**src/hw/kms_pkg.sv**
```systemverilog
// Shared constants of the keypad matrix scanner: matrix size, register map,
// field positions, reset values and timing figures.
// Assumes a single 200 MHz core clock and a 32-bit Avalon-MM register slave.
package kms_pkg;

   // ==========================================================
   // Matrix geometry
   localparam int ROWS = 5;
   localparam int COLS = 6;
   localparam int KEYS = ROWS * COLS;
   localparam int COLS_PER_RESULT = 3;

   // ==========================================================
   // Clock and timing
   localparam int CLK_MHZ = 200;
   localparam int DEBOUNCE_US = 20000;
   localparam int SETTLE_NS = 1000;
   localparam int RESET_MIN_US = 20;
   localparam int DEBOUNCE_CYCLES = DEBOUNCE_US * CLK_MHZ;
   localparam int SETTLE_CYCLES = (SETTLE_NS * CLK_MHZ + 999) / 1000;
   localparam int RESET_MIN_CYCLES = RESET_MIN_US * CLK_MHZ;
   localparam int DEB_W = 24;
   localparam int SET_W = 16;

   // ==========================================================
   // Register map, byte addresses
   localparam int ADDR_W = 6;
   localparam logic [5:0] REG_CTRL = 6'h00;
   localparam logic [5:0] REG_DEBOUNCE = 6'h04;
   localparam logic [5:0] REG_SETTLE = 6'h08;
   localparam logic [5:0] REG_KEY_MASK_LOW = 6'h0c;
   localparam logic [5:0] REG_KEY_MASK_HIGH = 6'h10;
   localparam logic [5:0] REG_COLUMN_MASK = 6'h14;
   localparam logic [5:0] REG_KEY_RESULT_FIRST = 6'h18;
   localparam logic [5:0] REG_KEY_RESULT_SECOND = 6'h1c;
   localparam logic [5:0] REG_STATUS = 6'h20;
   localparam logic [5:0] REG_IRQ_MASK = 6'h24;
   localparam logic [5:0] REG_STATE = 6'h28;

   // ==========================================================
   // Field positions and reset values
   localparam int CTRL_ENABLE_BIT = 0;
   localparam int ST_PRESS_BIT = 0;
   localparam int ST_DONE_BIT = 1;
   localparam int ST_W = 2;
   localparam int STATE_BUSY_BIT = 0;
   localparam int STATE_WAIT_BIT = 1;
   localparam int STATE_ROWS_LSB = 8;
   localparam int MASK_W = 15;
   localparam logic [DEB_W-1:0] DEBOUNCE_RESET = DEB_W'(DEBOUNCE_CYCLES);
   localparam logic [SET_W-1:0] SETTLE_RESET = SET_W'(SETTLE_CYCLES);

endpackage : kms_pkg

```
**src/hw/kms_scanner.sv**
```systemverilog
// Keypad matrix scanner: idle detection, debounce, column scan, results,
// Avalon-MM register slave and a level interrupt.
// Assumes row pins are pulled down outside and columns are tri-state pads.
//
// Function
// RULE_01 - Serves up to five rows by six columns, thirty keys.
// RULE_02 - Per-key and per-column masks exclude keys from detection and results; the key mask gates only results, not detection.
// RULE_03 - Idle with detection enabled: all unmasked columns driven high.
// RULE_04 - Any row going high pulls the active-low key event output low.
// RULE_05 - Key event output returns high when the following scan completes.
// RULE_06 - Event output stays high until host reads a result register.
// RULE_07 - Scan drives one column, others high impedance, samples and stores rows.
// RULE_08 - All pressed rows of the driven column are captured together.
// RULE_09 - Masked columns are neither driven, sampled nor loaded.
// RULE_10 - After detection wait the debounce interval, then scan all columns.
// RULE_11 - Host confirms scan completion before reading result registers.
// RULE_12 - No new scan until the host has read the previous results.
// RULE_13 - Reset held low at least 20 us; device resets while low.
// RULE_14 - Debounce and settling intervals are configurable clock counts.
//
// The address map and the Avalon-MM slave port were chosen for this implementation.
module kms_scanner #(
   parameter int DEBOUNCE_CYCLES = kms_pkg::DEBOUNCE_CYCLES,
   parameter int SETTLE_CYCLES = kms_pkg::SETTLE_CYCLES
) (
   // Clock and reset
   input wire logic core_clk,
   input wire logic device_reset_low,
   // Avalon-MM slave
   input wire logic [kms_pkg::ADDR_W-1:0] avs_address,
   input wire logic avs_read,
   input wire logic avs_write,
   input wire logic [31:0] avs_writedata,
   output logic [31:0] avs_readdata,
   output logic avs_waitrequest,
   // Keypad pins
   input wire logic [kms_pkg::ROWS-1:0] row_sense_lines,
   output logic [kms_pkg::COLS-1:0] column_drive_lines_out,
   output logic [kms_pkg::COLS-1:0] column_drive_lines_oe_n,
   output logic keypad_event_out_low,
   // Interrupt
   output logic irq
);

   localparam int ROWS = kms_pkg::ROWS;
   localparam int COLS = kms_pkg::COLS;
   localparam int KEYS = kms_pkg::KEYS;
   localparam int DEB_W = kms_pkg::DEB_W;
   localparam int SET_W = kms_pkg::SET_W;
   localparam int MASK_W = kms_pkg::MASK_W;
   localparam int RES_W = ROWS * kms_pkg::COLS_PER_RESULT;

   typedef enum logic [2:0] {
      KMS_IDLE,
      KMS_DEBOUNCE,
      KMS_NEXT_COL,
      KMS_SETTLE,
      KMS_DONE,
      KMS_WAIT_READ
   } kms_state_e;

   typedef struct packed {
      kms_state_e st;
      logic [2:0] col;
      logic enable;
      logic [DEB_W-1:0] debounce;
      logic [SET_W-1:0] settle;
      logic [KEYS-1:0] key_mask;
      logic [COLS-1:0] col_mask;
      logic [KEYS-1:0] result;
      logic [kms_pkg::ST_W-1:0] status;
      logic [kms_pkg::ST_W-1:0] irq_mask;
      logic [COLS-1:0] col_out;
      logic [COLS-1:0] col_oe_n;
      logic event_low;
      logic irq;
      logic waitreq;
      logic [31:0] rdata;
   } kms_top_s;

   kms_top_s s;
   kms_top_s next_s;

   logic [ROWS-1:0] rows;
   logic tmr_load;
   logic [DEB_W-1:0] tmr_value;
   logic tmr_done;

   if (DEBOUNCE_CYCLES < 1 || DEBOUNCE_CYCLES >= 2 ** DEB_W) begin : g_chk_deb
      $error("kms_scanner: debounce count does not fit the counter");
   end
   if (SETTLE_CYCLES < 1 || SETTLE_CYCLES >= 2 ** SET_W) begin : g_chk_set
      $error("kms_scanner: settle count does not fit the counter");
   end
   if (COLS > 8 || KEYS != 2 * RES_W) begin : g_chk_geo
      $error("kms_scanner: matrix geometry not supported");
   end

   // ==========================================================
   // Row synchroniser and interval timer
   kms_sync #(
      .W(ROWS)
   ) u_row_sync (
      .core_clk(core_clk),
      .device_reset_low(device_reset_low),
      .async_in(row_sense_lines),
      .sync_out(rows)
   );

   kms_timer #(
      .W(DEB_W)
   ) u_timer (
      .core_clk(core_clk),
      .device_reset_low(device_reset_low),
      .load(tmr_load),
      .load_value(tmr_value),
      .done(tmr_done)
   );

   // ==========================================================
   // Next state
   always_comb begin
      logic [31:0] rd;
      logic bus_req;
      logic do_write;
      logic do_read;
      logic result_read;
      logic [kms_pkg::ST_W-1:0] st_set;
      logic [ROWS-1:0] col_keys;
      rd = '0;
      bus_req = avs_read | avs_write;
      do_write = avs_write & ~s.waitreq;
      do_read = avs_read & ~s.waitreq;
      result_read = 1'b0;
      st_set = '0;
      col_keys = '0;
      tmr_load = 1'b0;
      tmr_value = '0;
      next_s = s;

      // Read mux
      unique case (avs_address)
         kms_pkg::REG_CTRL: rd[kms_pkg::CTRL_ENABLE_BIT] = s.enable;
         kms_pkg::REG_DEBOUNCE: rd[DEB_W-1:0] = s.debounce;
         kms_pkg::REG_SETTLE: rd[SET_W-1:0] = s.settle;
         kms_pkg::REG_KEY_MASK_LOW: rd[MASK_W-1:0] = s.key_mask[MASK_W-1:0];
         kms_pkg::REG_KEY_MASK_HIGH: rd[MASK_W-1:0] = s.key_mask[KEYS-1:MASK_W];
         kms_pkg::REG_COLUMN_MASK: rd[COLS-1:0] = s.col_mask;
         kms_pkg::REG_KEY_RESULT_FIRST: rd[RES_W-1:0] = s.result[RES_W-1:0];
         kms_pkg::REG_KEY_RESULT_SECOND: rd[RES_W-1:0] = s.result[KEYS-1:RES_W];
         kms_pkg::REG_STATUS: rd[kms_pkg::ST_W-1:0] = s.status;
         kms_pkg::REG_IRQ_MASK: rd[kms_pkg::ST_W-1:0] = s.irq_mask;
         kms_pkg::REG_STATE: begin
            rd[kms_pkg::STATE_BUSY_BIT] = (s.st != KMS_IDLE) && (s.st != KMS_WAIT_READ);
            rd[kms_pkg::STATE_WAIT_BIT] = (s.st == KMS_WAIT_READ);
            rd[kms_pkg::STATE_ROWS_LSB +: ROWS] = rows;
         end
         default: rd = '0;
      endcase

      // Bus handshake: one wait cycle, then the access completes
      next_s.waitreq = 1'b1;
      if (bus_req && s.waitreq) begin
         next_s.waitreq = 1'b0;
         next_s.rdata = rd;
      end

      if (do_write) begin
         unique case (avs_address)
            kms_pkg::REG_CTRL: next_s.enable = avs_writedata[kms_pkg::CTRL_ENABLE_BIT];
            kms_pkg::REG_DEBOUNCE: next_s.debounce = avs_writedata[DEB_W-1:0]; // RULE_14
            kms_pkg::REG_SETTLE: next_s.settle = avs_writedata[SET_W-1:0]; // RULE_14
            kms_pkg::REG_KEY_MASK_LOW: begin
               next_s.key_mask[MASK_W-1:0] = avs_writedata[MASK_W-1:0]; // RULE_02
            end
            kms_pkg::REG_KEY_MASK_HIGH: begin
               next_s.key_mask[KEYS-1:MASK_W] = avs_writedata[MASK_W-1:0]; // RULE_02
            end
            kms_pkg::REG_COLUMN_MASK: next_s.col_mask = avs_writedata[COLS-1:0]; // RULE_02
            kms_pkg::REG_IRQ_MASK: begin
               next_s.irq_mask = avs_writedata[kms_pkg::ST_W-1:0];
            end
            default: next_s.enable = s.enable;
         endcase
      end

      if (do_read) begin
         if (avs_address == kms_pkg::REG_STATUS) begin
            next_s.status = s.status & ~s.rdata[kms_pkg::ST_W-1:0];
         end
         if (avs_address == kms_pkg::REG_KEY_RESULT_FIRST ||
             avs_address == kms_pkg::REG_KEY_RESULT_SECOND) begin
            result_read = 1'b1;
         end
      end

      // Scan sequencer
      next_s.col_out = '0;
      next_s.col_oe_n = '1;
      unique case (s.st)
         KMS_IDLE: begin
            if (s.enable) begin
               next_s.col_out = ~next_s.col_mask; // RULE_03
               next_s.col_oe_n = next_s.col_mask; // RULE_02
               if (|rows) begin
                  next_s.event_low = 1'b0; // RULE_04
                  st_set[kms_pkg::ST_PRESS_BIT] = 1'b1;
                  tmr_load = 1'b1;
                  tmr_value = s.debounce; // RULE_10
                  next_s.st = KMS_DEBOUNCE;
               end
            end
         end
         KMS_DEBOUNCE: begin
            if (tmr_done) begin
               next_s.col = '0;
               next_s.st = KMS_NEXT_COL; // RULE_10
            end
         end
         KMS_NEXT_COL: begin
            if (s.col >= 3'(COLS)) begin
               next_s.st = KMS_DONE;
            end else if (s.col_mask[s.col]) begin
               next_s.col = s.col + 3'h1; // RULE_09
            end else begin
               next_s.col_out = COLS'(1) << s.col; // RULE_07
               next_s.col_oe_n = ~(COLS'(1) << s.col); // RULE_07
               tmr_load = 1'b1;
               tmr_value = DEB_W'(s.settle); // RULE_14
               next_s.st = KMS_SETTLE;
            end
         end
         KMS_SETTLE: begin
            next_s.col_out = s.col_out;
            next_s.col_oe_n = s.col_oe_n;
            if (tmr_done) begin
               for (int c = 0; c < COLS; c++) begin
                  if (3'(c) == s.col) begin
                     col_keys = rows & ~s.key_mask[c*ROWS +: ROWS]; // RULE_02
                     next_s.result[c*ROWS +: ROWS] = col_keys; // RULE_08
                  end
               end
               next_s.col_out = '0;
               next_s.col_oe_n = '1;
               next_s.col = s.col + 3'h1; // RULE_07
               next_s.st = KMS_NEXT_COL;
            end
         end
         KMS_DONE: begin
            next_s.event_low = 1'b1; // RULE_05
            st_set[kms_pkg::ST_DONE_BIT] = 1'b1;
            next_s.st = KMS_WAIT_READ;
         end
         KMS_WAIT_READ: begin
            if (result_read) begin
               next_s.st = KMS_IDLE; // RULE_06 RULE_12
            end
         end
         default: next_s.st = KMS_IDLE;
      endcase

      // Sticky events: a set in the clearing cycle wins
      next_s.status = next_s.status | st_set;
      next_s.irq = |(next_s.status & next_s.irq_mask);
   end

   // ==========================================================
   // Registers
   always_ff @(posedge core_clk) begin
      if (!device_reset_low) begin
         s <= '0; // RULE_13
         s.st <= KMS_IDLE;
         s.debounce <= DEB_W'(DEBOUNCE_CYCLES);
         s.settle <= SET_W'(SETTLE_CYCLES);
         s.col_oe_n <= '1;
         s.event_low <= 1'b1;
         s.waitreq <= 1'b1;
      end else begin
         s <= next_s;
      end
   end

   // ==========================================================
   // Outputs
   assign avs_readdata = s.rdata;
   assign avs_waitrequest = s.waitreq;
   assign column_drive_lines_out = s.col_out; // RULE_01
   assign column_drive_lines_oe_n = s.col_oe_n;
   assign keypad_event_out_low = s.event_low;
   assign irq = s.irq;

endmodule // kms_scanner

```
**src/hw/kms_sync.sv**
```systemverilog
// Two-flop synchroniser for a group of level inputs.
// Assumes inputs are asynchronous to core_clk; only the second stage is read.
module kms_sync #(
   parameter int W = 5
) (
   // Clock and reset
   input wire logic core_clk,
   input wire logic device_reset_low,
   // Data
   input wire logic [W-1:0] async_in,
   output logic [W-1:0] sync_out
);

   typedef struct packed {
      logic [W-1:0] meta;
      logic [W-1:0] stable;
   } kms_sync_s;

   kms_sync_s s;
   kms_sync_s next_s;

   if (W < 1) begin : g_chk
      $error("kms_sync: width must be at least one");
   end

   // ==========================================================
   // Next state
   always_comb begin
      next_s = s;
      next_s.meta = async_in;
      next_s.stable = s.meta;
   end

   // ==========================================================
   // Registers
   always_ff @(posedge core_clk) begin
      if (!device_reset_low) begin
         s <= '0;
      end else begin
         s <= next_s;
      end
   end

   assign sync_out = s.stable;

endmodule // kms_sync

```
**src/hw/kms_timer.sv**
```systemverilog
// Load-and-expire interval counter in core_clk cycles.
// Assumes load is a one-cycle request; done pulses once per expired load.
module kms_timer #(
   parameter int W = 24
) (
   // Clock and reset
   input wire logic core_clk,
   input wire logic device_reset_low,
   // Control
   input wire logic load,
   input wire logic [W-1:0] load_value,
   output logic done
);

   typedef struct packed {
      logic [W-1:0] count;
      logic running;
      logic done;
   } kms_timer_s;

   kms_timer_s s;
   kms_timer_s next_s;

   if (W < 2) begin : g_chk
      $error("kms_timer: width must be at least two");
   end

   // ==========================================================
   // Next state
   always_comb begin
      next_s = s;
      next_s.done = 1'b0;
      if (load) begin
         next_s.count = (load_value == '0) ? W'(1) : load_value;
         next_s.running = 1'b1;
      end else if (s.running) begin
         if (s.count == W'(1)) begin
            next_s.running = 1'b0;
            next_s.done = 1'b1;
         end
         next_s.count = s.count - W'(1);
      end
   end

   // ==========================================================
   // Registers
   always_ff @(posedge core_clk) begin
      if (!device_reset_low) begin
         s <= '0;
      end else begin
         s <= next_s;
      end
   end

   assign done = s.done;

endmodule // kms_timer

```
**config.mk**
```make
export PLATFORM = sky130hd
export DESIGN_NAME = kms_scanner
export DESIGN_NICKNAME = d
export VERILOG_FILES = /design/src/hw/kms_pkg.sv /design/src/hw/kms_scanner.sv /design/src/hw/kms_sync.sv /design/src/hw/kms_timer.sv
export SDC_FILE = /design/constraint.sdc
export NUM_CORES = 1
export LEC_CHECK = 0
export BUFFER_PORTS_ARGS = -buffer_cell sky130_fd_sc_hd__buf_2
export CAP_MARGIN = 25
export CORE_UTILIZATION = 35
export CTS_BUF_LIST = sky130_fd_sc_hd__clkbuf_2 sky130_fd_sc_hd__clkbuf_4 sky130_fd_sc_hd__clkbuf_8
export CTS_CLUSTER_SIZE = 30
export DETAILED_ROUTE_END_ITERATION = 10
export PLACE_DENSITY = 0.55
export SETUP_SLACK_MARGIN = 0.2
export SYNTH_ARGS = -nofsm -noshare
export SYNTH_HDL_FRONTEND = slang
export SYNTH_HIERARCHICAL = 1
export SYNTH_SLANG_ARGS = --single-unit
```
**constraint.sdc**
```tcl
create_clock -name core_clk -period 2.78 [get_ports core_clk]
set_input_delay 0.417 -clock core_clk [delete_from_list [all_inputs] [get_ports core_clk]]
set_output_delay 0.417 -clock core_clk [all_outputs]
set_load 0.005 [all_outputs]
```
### Word-level counts from Yosys, hierarchy flattened

Cells that the tools add are included.

* flip-flop bits (word level): 192
* input bits: 47
* output and inout bits: 47
* logic and storage cells: 167

* add/subtract/negate cells: 2
* order comparisons: 2
* equality and inequality tests: 30
* shifts and indexed selects: 1
* mux-type cells: 53
* bitwise gates (word level): 24
* reductions and logical operators: 28

Operator list (number)
* 24-bit two-way mux: 3
* 24-bit one-hot mux with 2 select lines: 1
* 12-bit two-way mux: 3
* 12-bit one-hot mux with 3 select lines: 1
* 5-bit one-hot mux with 7 select lines: 1
* 33-bit two-way mux: 1
* 16-bit two-way mux: 2
* 5-bit AND: 6
* 5-bit inverter: 6
* 4-bit one-hot mux with 7 select lines: 1
* 26-bit two-way mux: 1
* 25-bit two-way mux: 1
* 24-bit by 1-bit equality test with 1-bit output, second input constant: 1
* 6-bit by 5-bit equality test with 1-bit output, second input constant: 4
* 24-bit zero test: 1
* 6-bit two-way mux: 4
* 2-bit one-hot mux with 6 select lines: 2
* 24-bit by 1-bit subtractor with 24-bit output, second input constant: 1
* 3-bit two-way mux: 7
* 3-bit AND reduction: 7
* 6-bit equality test, second input constant: 3
* 3-bit one-hot mux with 6 select lines: 1
* 13-bit two-way mux: 1
* 6-bit by 4-bit equality test with 1-bit output, second input constant: 2
* 41 further kinds: 79

### Longest topological paths before layout

* depth after elaboration: 8
* gate-level depth with buffers: 12
* mapped depth without buffers: 10

### Modules after synthesis

The synthesis kept the hierarchy.

Modules (own cells, without submodules)
* kms_scanner: instances 1, cells each 900, area each 7465.9 um^2, sequential area each 3123.0 um^2
* kms_timer: instances 1, cells each 178, area each 1520.2 um^2, sequential area each 520.5 um^2
* kms_sync: instances 1, cells each 20, area each 262.8 um^2, sequential area each 200.2 um^2

### Worst setup path before layout

OpenSTA, ideal clock, no wires.

* kind: register to register
* start: reg s[158] in the netlist's numbering
* end: reg u_timer/s[18] in the netlist's numbering
* setup time: 0.132 ns
* arrival time: 2.401 ns
* required time: 2.648 ns
* setup slack: 0.247 ns
* cell stages (with the launch flop): 12
* buffers on the path: 2
* period minus slack after synthesis: 2.533 ns
* path through: dfxtp_1 inv_1 ha_1 o21ai_0 nand2_1 nor2_2 or2_2 clkbuf_1 clkinv_1 clkbuf_1 o21ai_0 a21oi_1

* elaborated cells on any way between the ends: 13
* those cells by class: order compare (1); mux (10); reduce/logical (2)

RTL lines
* start: declaration: line kms_scanner.sv:81 `kms_top_s s;`
* start signal: assignment: line kms_scanner.sv:279 `s <= next_s;`
* 1-bit binary-select mux with 3-bit select: line kms_scanner.sv:223 `end else if (s.col_mask[s.col]) begin`
* 1-bit two-way mux (not written as such): line kms_scanner.sv:223
* 1-bit two-way mux: line kms_scanner.sv:223
* 1-bit two-way mux *: line kms_scanner.sv:221 `if (s.col >= 3'(COLS)) begin`
* 1-bit one-hot mux with 2 select lines *: line kms_scanner.sv:200 `unique case (s.st)`
* net tmr_load: line kms_scanner.sv:85 `logic tmr_load;`
* 25-bit two-way mux / 2-bit nonzero test (equally long branches)
* end signal: assignment: line kms_timer.sv:51 `s <= next_s;`
* end: declaration: line kms_timer.sv:21 `kms_timer_s s;`

The timed path passes the listed nets; every way through them passes the cells marked *. The select of a mux whose other input is x is not followed.
A chain may end at the register's enable or synchronous reset.

### Worst setup path in the final report

* start: reg u_row_sync.s, in the netlist u_row_sync/sync_out[3]
* end: reg u_timer/s[2] in the netlist's numbering

* word-level cells in the longest chain between the ends: 7
* elaborated cells on any way between the ends: 11
* those cells by class: mux (8); reduce/logical (3)

RTL lines
* start: declaration: line kms_sync.sv:19 `kms_sync_s s;`
* start signal: assignment: line kms_sync.sv:40 `s <= next_s;`
* 5-bit OR reduction: line kms_scanner.sv:205 `if (|rows) begin`
* 24-bit two-way mux: line kms_scanner.sv:205
* 24-bit two-way mux: line kms_scanner.sv:202 `if (s.enable) begin`
* 24-bit one-hot mux with 2 select lines: line kms_scanner.sv:200
* net tmr_value[18]: line kms_scanner.sv:86 `logic [DEB_W-1:0] tmr_value;`
* 24-bit zero test: line kms_timer.sv:34 `next_s.count = (load_value == '0) ? W'(1) : load_value;`
* 24-bit two-way mux: line kms_timer.sv:34
* 25-bit two-way mux: line kms_timer.sv:33 `if (load) begin`

The timed path passes the listed nets, and every way through them passes these cells.

==> flow_summary.json <==
{
  "largest_net_degree_at_the_start_of_global_routing": 52,
  "chipHeight_microns": 165,
  "synth-warning-count": 6,
  "worst_hold_path.endpoint": "s[151]",
  "cts.hold.buffers_added": 0,
  "finalNetCount": 1191,
  "finalCoreUtilization_pct": 39.9,
  "finalClockSkew_ns": 0.0207,
  "floorplan.rows": 59,
  "finalWeightedCongestion": 0.852,
  "synthFlopType": "dfxtp_1",
  "viasPerCell": 5.36,
  "area_share_of_the_largest_cell_type_after_synthesis_pct": 41.6,
  "cp-end-kind": "flop",
  "hold_path_depth": 3,
  "drtAntennaViolNets": 0,
  "synth.area.top_cells": "dfxtp_1 (42%), nand2_1 (8.0%), a21oi_1 (6.0%), buf_4 (3.7%), mux2i_1 (3.5%)",
  "fp.dieW_microns": 165,
  "worst_setup_path_start_kind": "flop",
  "cpMaxStageDelayCell": "or4_4",
  "antenna_found_initial": 0,
  "track_usage_pct": 20.7,
  "power_frac_seq_pct": 55.1,
  "h-tree-depth": 4,
  "post_synth_mux_area_share_pct": 6.63,
  "vdd.ir_drop.worst_v": 0.000312,
  "synth.distinct_cells": 74,
  "share_of_the_clock_period_used_by_the_worst_path_after_layout_pct": 89.6,
  "worst-setup-path-type": "reg2reg",
  "reg2reg_to": "u_timer/s[2]",
  "timing.critical_path.depth": 10,
  "routed_wirelength_microns": 27500,
  "highest_routing_layer_actually_used": "met4",
  "cts.reportedPaths.clkPinSlew_ns": 0.10,
  "start_util_pct": 35.6,
  "drive_above_1_share_pct": 19.1,
  "synth_area_sq_mm": 0.00925,
  "grt_setup_unrepaired": "no",
  "first_global_vias": 7431,
  "hold_class": "in2reg",
  "drt_pass1_iterations": 5,
  "seq_area_frac_synth_pct": 41.6,
  "filler_cell_count": 2688,
  "yosysTopAreaCell": "dfxtp_1",
  "worst-path-buf-inv": 2,
  "numPortBuffers": 77,
  "floorplan.die_area_sq_mm": 0.0271,
  "overflow": 0,
  "crit_family": "simple AND/OR/NAND/NOR gates",
  "layout_stage_area_growth_over_the_synthesis_result_pct": 12.0,
  "design.portCount": 94,
  "via_count": 7958,
  "setup_violations": 0,
  "clock_network_fraction_of_total_power_pct": 38.3,
  "cp.arrival_ns": 2.89,
  "drc_errors": 0,
  "cts_root_buf": "clkbuf_8",
  "routedWlPerCell_microns": 18.5,
  "leakage_power_nw": 3.92,
  "synth-compound-area-share_pct": 17.6,
  "syn-mean-instance-area_sq_um": 8.42,
  "final_critical_path_required_period_ns": 2.49,
  "final-max-slew-violation-count": 0,
  "power_mw": 5.06,
  "ys_ff_latch": 192,
  "cts_tree": "built",
  "finalInstanceArea_sq_mm": 0.0104,
  "fin_worst_hold_slack_ns": 0.138,
  "reg2reg_slack_ns": 0.29,
  "drv_cap": 0,
  "cts.sink_count": 192,
  "detailed_place.area_sq_mm": 0.00983,
  "internal_power_mw": 3.81,
  "synth_fa_ha_area_share_pct": 0.947,
  "worstReg2RegStart": "u_row_sync/sync_out[3]",
  "combinational_family_with_the_most_area_after_synthesis": "simple AND/OR/NAND/NOR gates",
  "required_ns": 3.18,
  "postSynth.asyncResetShare_pct": 0,
  "synth_enable_flop_cells": 0,
  "synthCells": 1098,
  "synth_simple_gate_area_share_pct": 24.5,
  "dr_wl_met2_microns": 12300,
  "maximum_fanout_count_along_the_critical_path": 8,
  "hpwl_microns": 19300,
  "outcome": "completed",
  "p_sw_mw": 1.25,
  "worst-slew-pin-transition_ns": 0.714,
  "max-clock-path-buffers": 2,
  "share_comb_of_total_power_pct": 6.6,
  "worstHoldStart": "avs_writedata[18]",
  "r2r.worst_path.cells": 10,
  "route.met3.wl_microns": 1290,
  "cts_made_buffers": 17,
  "core-area_sq_mm": 0.0260,
  "slew-limit-headroom_pct": 52.3,
  "power.density_cell_area_mw_per_mm2": 489,
  "power.share.switching_pct": 24.7,
  "number_of_drc_markers_after_the_initial_detailed_route_iteration": 472,
  "detail_route.wirelength.met1_microns": 13500,
  "hold_viol_final": 0,
  "setup_total_negative_slack_ns": 0,
  "cp_cell_sequence": "or4_4 -> o21ai_2 -> buf_6 -> nor4_4 -> buf_4 -> and2_1 -> nor4_1 -> and4_1 -> a31oi_1 -> a21oi_1",
  "post_synth_xor_area_fraction_pct": 1.42,
  "timing.fmax_mhz": 401,
  "timing.critical_path.slowest_cell_delay_ns": 0.52,
  "worstSkewPairLatency_ns": 0.48,
  "grt_first_pass_wirelength_microns": 42500
}
[synth_stat cells, types with 6 or more instances]
library cell  count
a22o_1           23
or4_1             7
o21ai_0          47
mux4_2            6
buf_4            46
nand2_1         197
a22oi_1          12
a221oi_1         14
nor4_1           12
inv_1            10
nand2b_1         13
dfxtp_1         192
a21oi_1         110
ha_1              7
clkbuf_1         43
a31oi_1          11
xor2_1           11
nand3_1          38
or3b_2           12
nor3_1           14
buf_2            14
and2_1           28
mux2i_1          32
nor2b_1          19
o31ai_1           8
mux2_2           14
nor2_1           64
o21a_1            9
[placed cells by master, fill, tap and decap left out, drive strengths merged, types with 3 or more instances in the layout]
master  synthesis  final
a22oi          12     12
nand3          38     38
o21ai          49     49
nand2b         13     13
mux2i          32     32
nor3           14     14
buf            64    122
dfxtp         192    192
nor3b           6      6
a221oi         14     14
xnor2           4      4
nor2           67     67
or3b           13     13
ha              7      7
conb            1      8
a211oi          4      4
inv            11     12
xor2           11     11
and2           28     28
a21oi         110    110
o31ai           8      8
nor4           16     16
nand2         197    197
clkbuf         45     21
clkinv          1      6
o21a            9      9
o211a           5      5
mux2           14     14
or4             9      9
and3            4      4
nor2b          19     19
mux4            6      6
a22o           23     23
a31oi          11     11
bufinv          0      3
nand3b          5      5
nand4           8      8
[final cells by class]
cell class                      count  area [sq um]  share of cell area, %
Timing Repair Buffer              122           776                   7.49
Inverter                           12          46.3                  0.447
Clock buffer                       21           264                   2.55
Antenna cell                        1          2.50                 0.0242
Tap cell                          335           419                   4.05
Multi-Input combinational cell    792          4870                   47.0
Sequential cell                   192          3850                   37.1
Clock inverter                     10           135                   1.30
[routing by layer]
metal  global-route usage (%)  up-vias
met4                     5.46        0
met1                     29.4     3795
met5                        0        -
li1                         -     3896
met3                     4.07       29
met2                     31.7      238
[tightest hold or removal path: cells and delay by family]
family        cells  cell delay, ns
buf+inv           1            0.08
simple gates      2            0.10
[metrics by stage]
step,instances,worst slack (ns)
3_3_place_gp,1449,0.113
2_1_floorplan,1105,0.247
6_report,1485,0.288
3_5_place_dp,1450,0.173
4_1_cts,1481,0.202
5_1_grt,1484,0.160
[power by group through the flow]
stage | clock network (mW) | registers (mW) | logic, mW
2_1_floorplan | 0 | 2.85 | 0.188
3_3_place_gp | 0 | 2.85 | 0.328
3_5_place_dp | 0 | 2.86 | 0.327
4_1_cts | 1.98 | 2.79 | 0.328
5_1_grt | 2.10 | 2.80 | 0.358
6_report | 1.94 | 2.79 | 0.332
[flip-flops by register name (all words and copies together), names as in the netlist]
name	cells
avs_readdata	24
avs_waitrequest	1
column_drive_lines_oe_n	6
column_drive_lines_out	6
irq	1
keypad_event_out_low	1
s	117
u_row_sync/next_s	5
u_row_sync/sync_out	5
u_timer/done	1
u_timer/s	25
[worst max path at each step]
stage	start	endpoint	slack, ns
3_3_place_gp	s[157]	u_timer/s[2]	0.11
3_5_place_dp	u_row_sync/sync_out[3]	u_timer/s[2]	0.17
6_report	u_row_sync/sync_out[3]	u_timer/s[2]	0.29
5_1_grt	u_row_sync/sync_out[3]	u_timer/s[2]	0.16
4_1_cts	u_row_sync/sync_out[3]	u_timer/s[2]	0.20
2_1_floorplan	s[158]	u_timer/s[18]	0.25
[kinds of logic (layout without fill, tap and decap cells)]
kind of cell | after synthesis | after routing
simple gates | 448 | 448
compound gates | 262 | 262
flops | 192 | 192
buf+inv | 121 | 165
mux | 52 | 52
xor+xnor | 15 | 15
fa+ha+maj | 7 | 7
other cells | 1 | 9
[timing repair]
action	in CTS	in global routing
endpoints found under the setup margin	1	5
pin swaps	1	6
gates resized for setup	3	18
cloned	0	0
buffers inserted	0	3
endpoints found under the hold margin	0	0
Note: power is estimated with default switching activity, not from simulation.
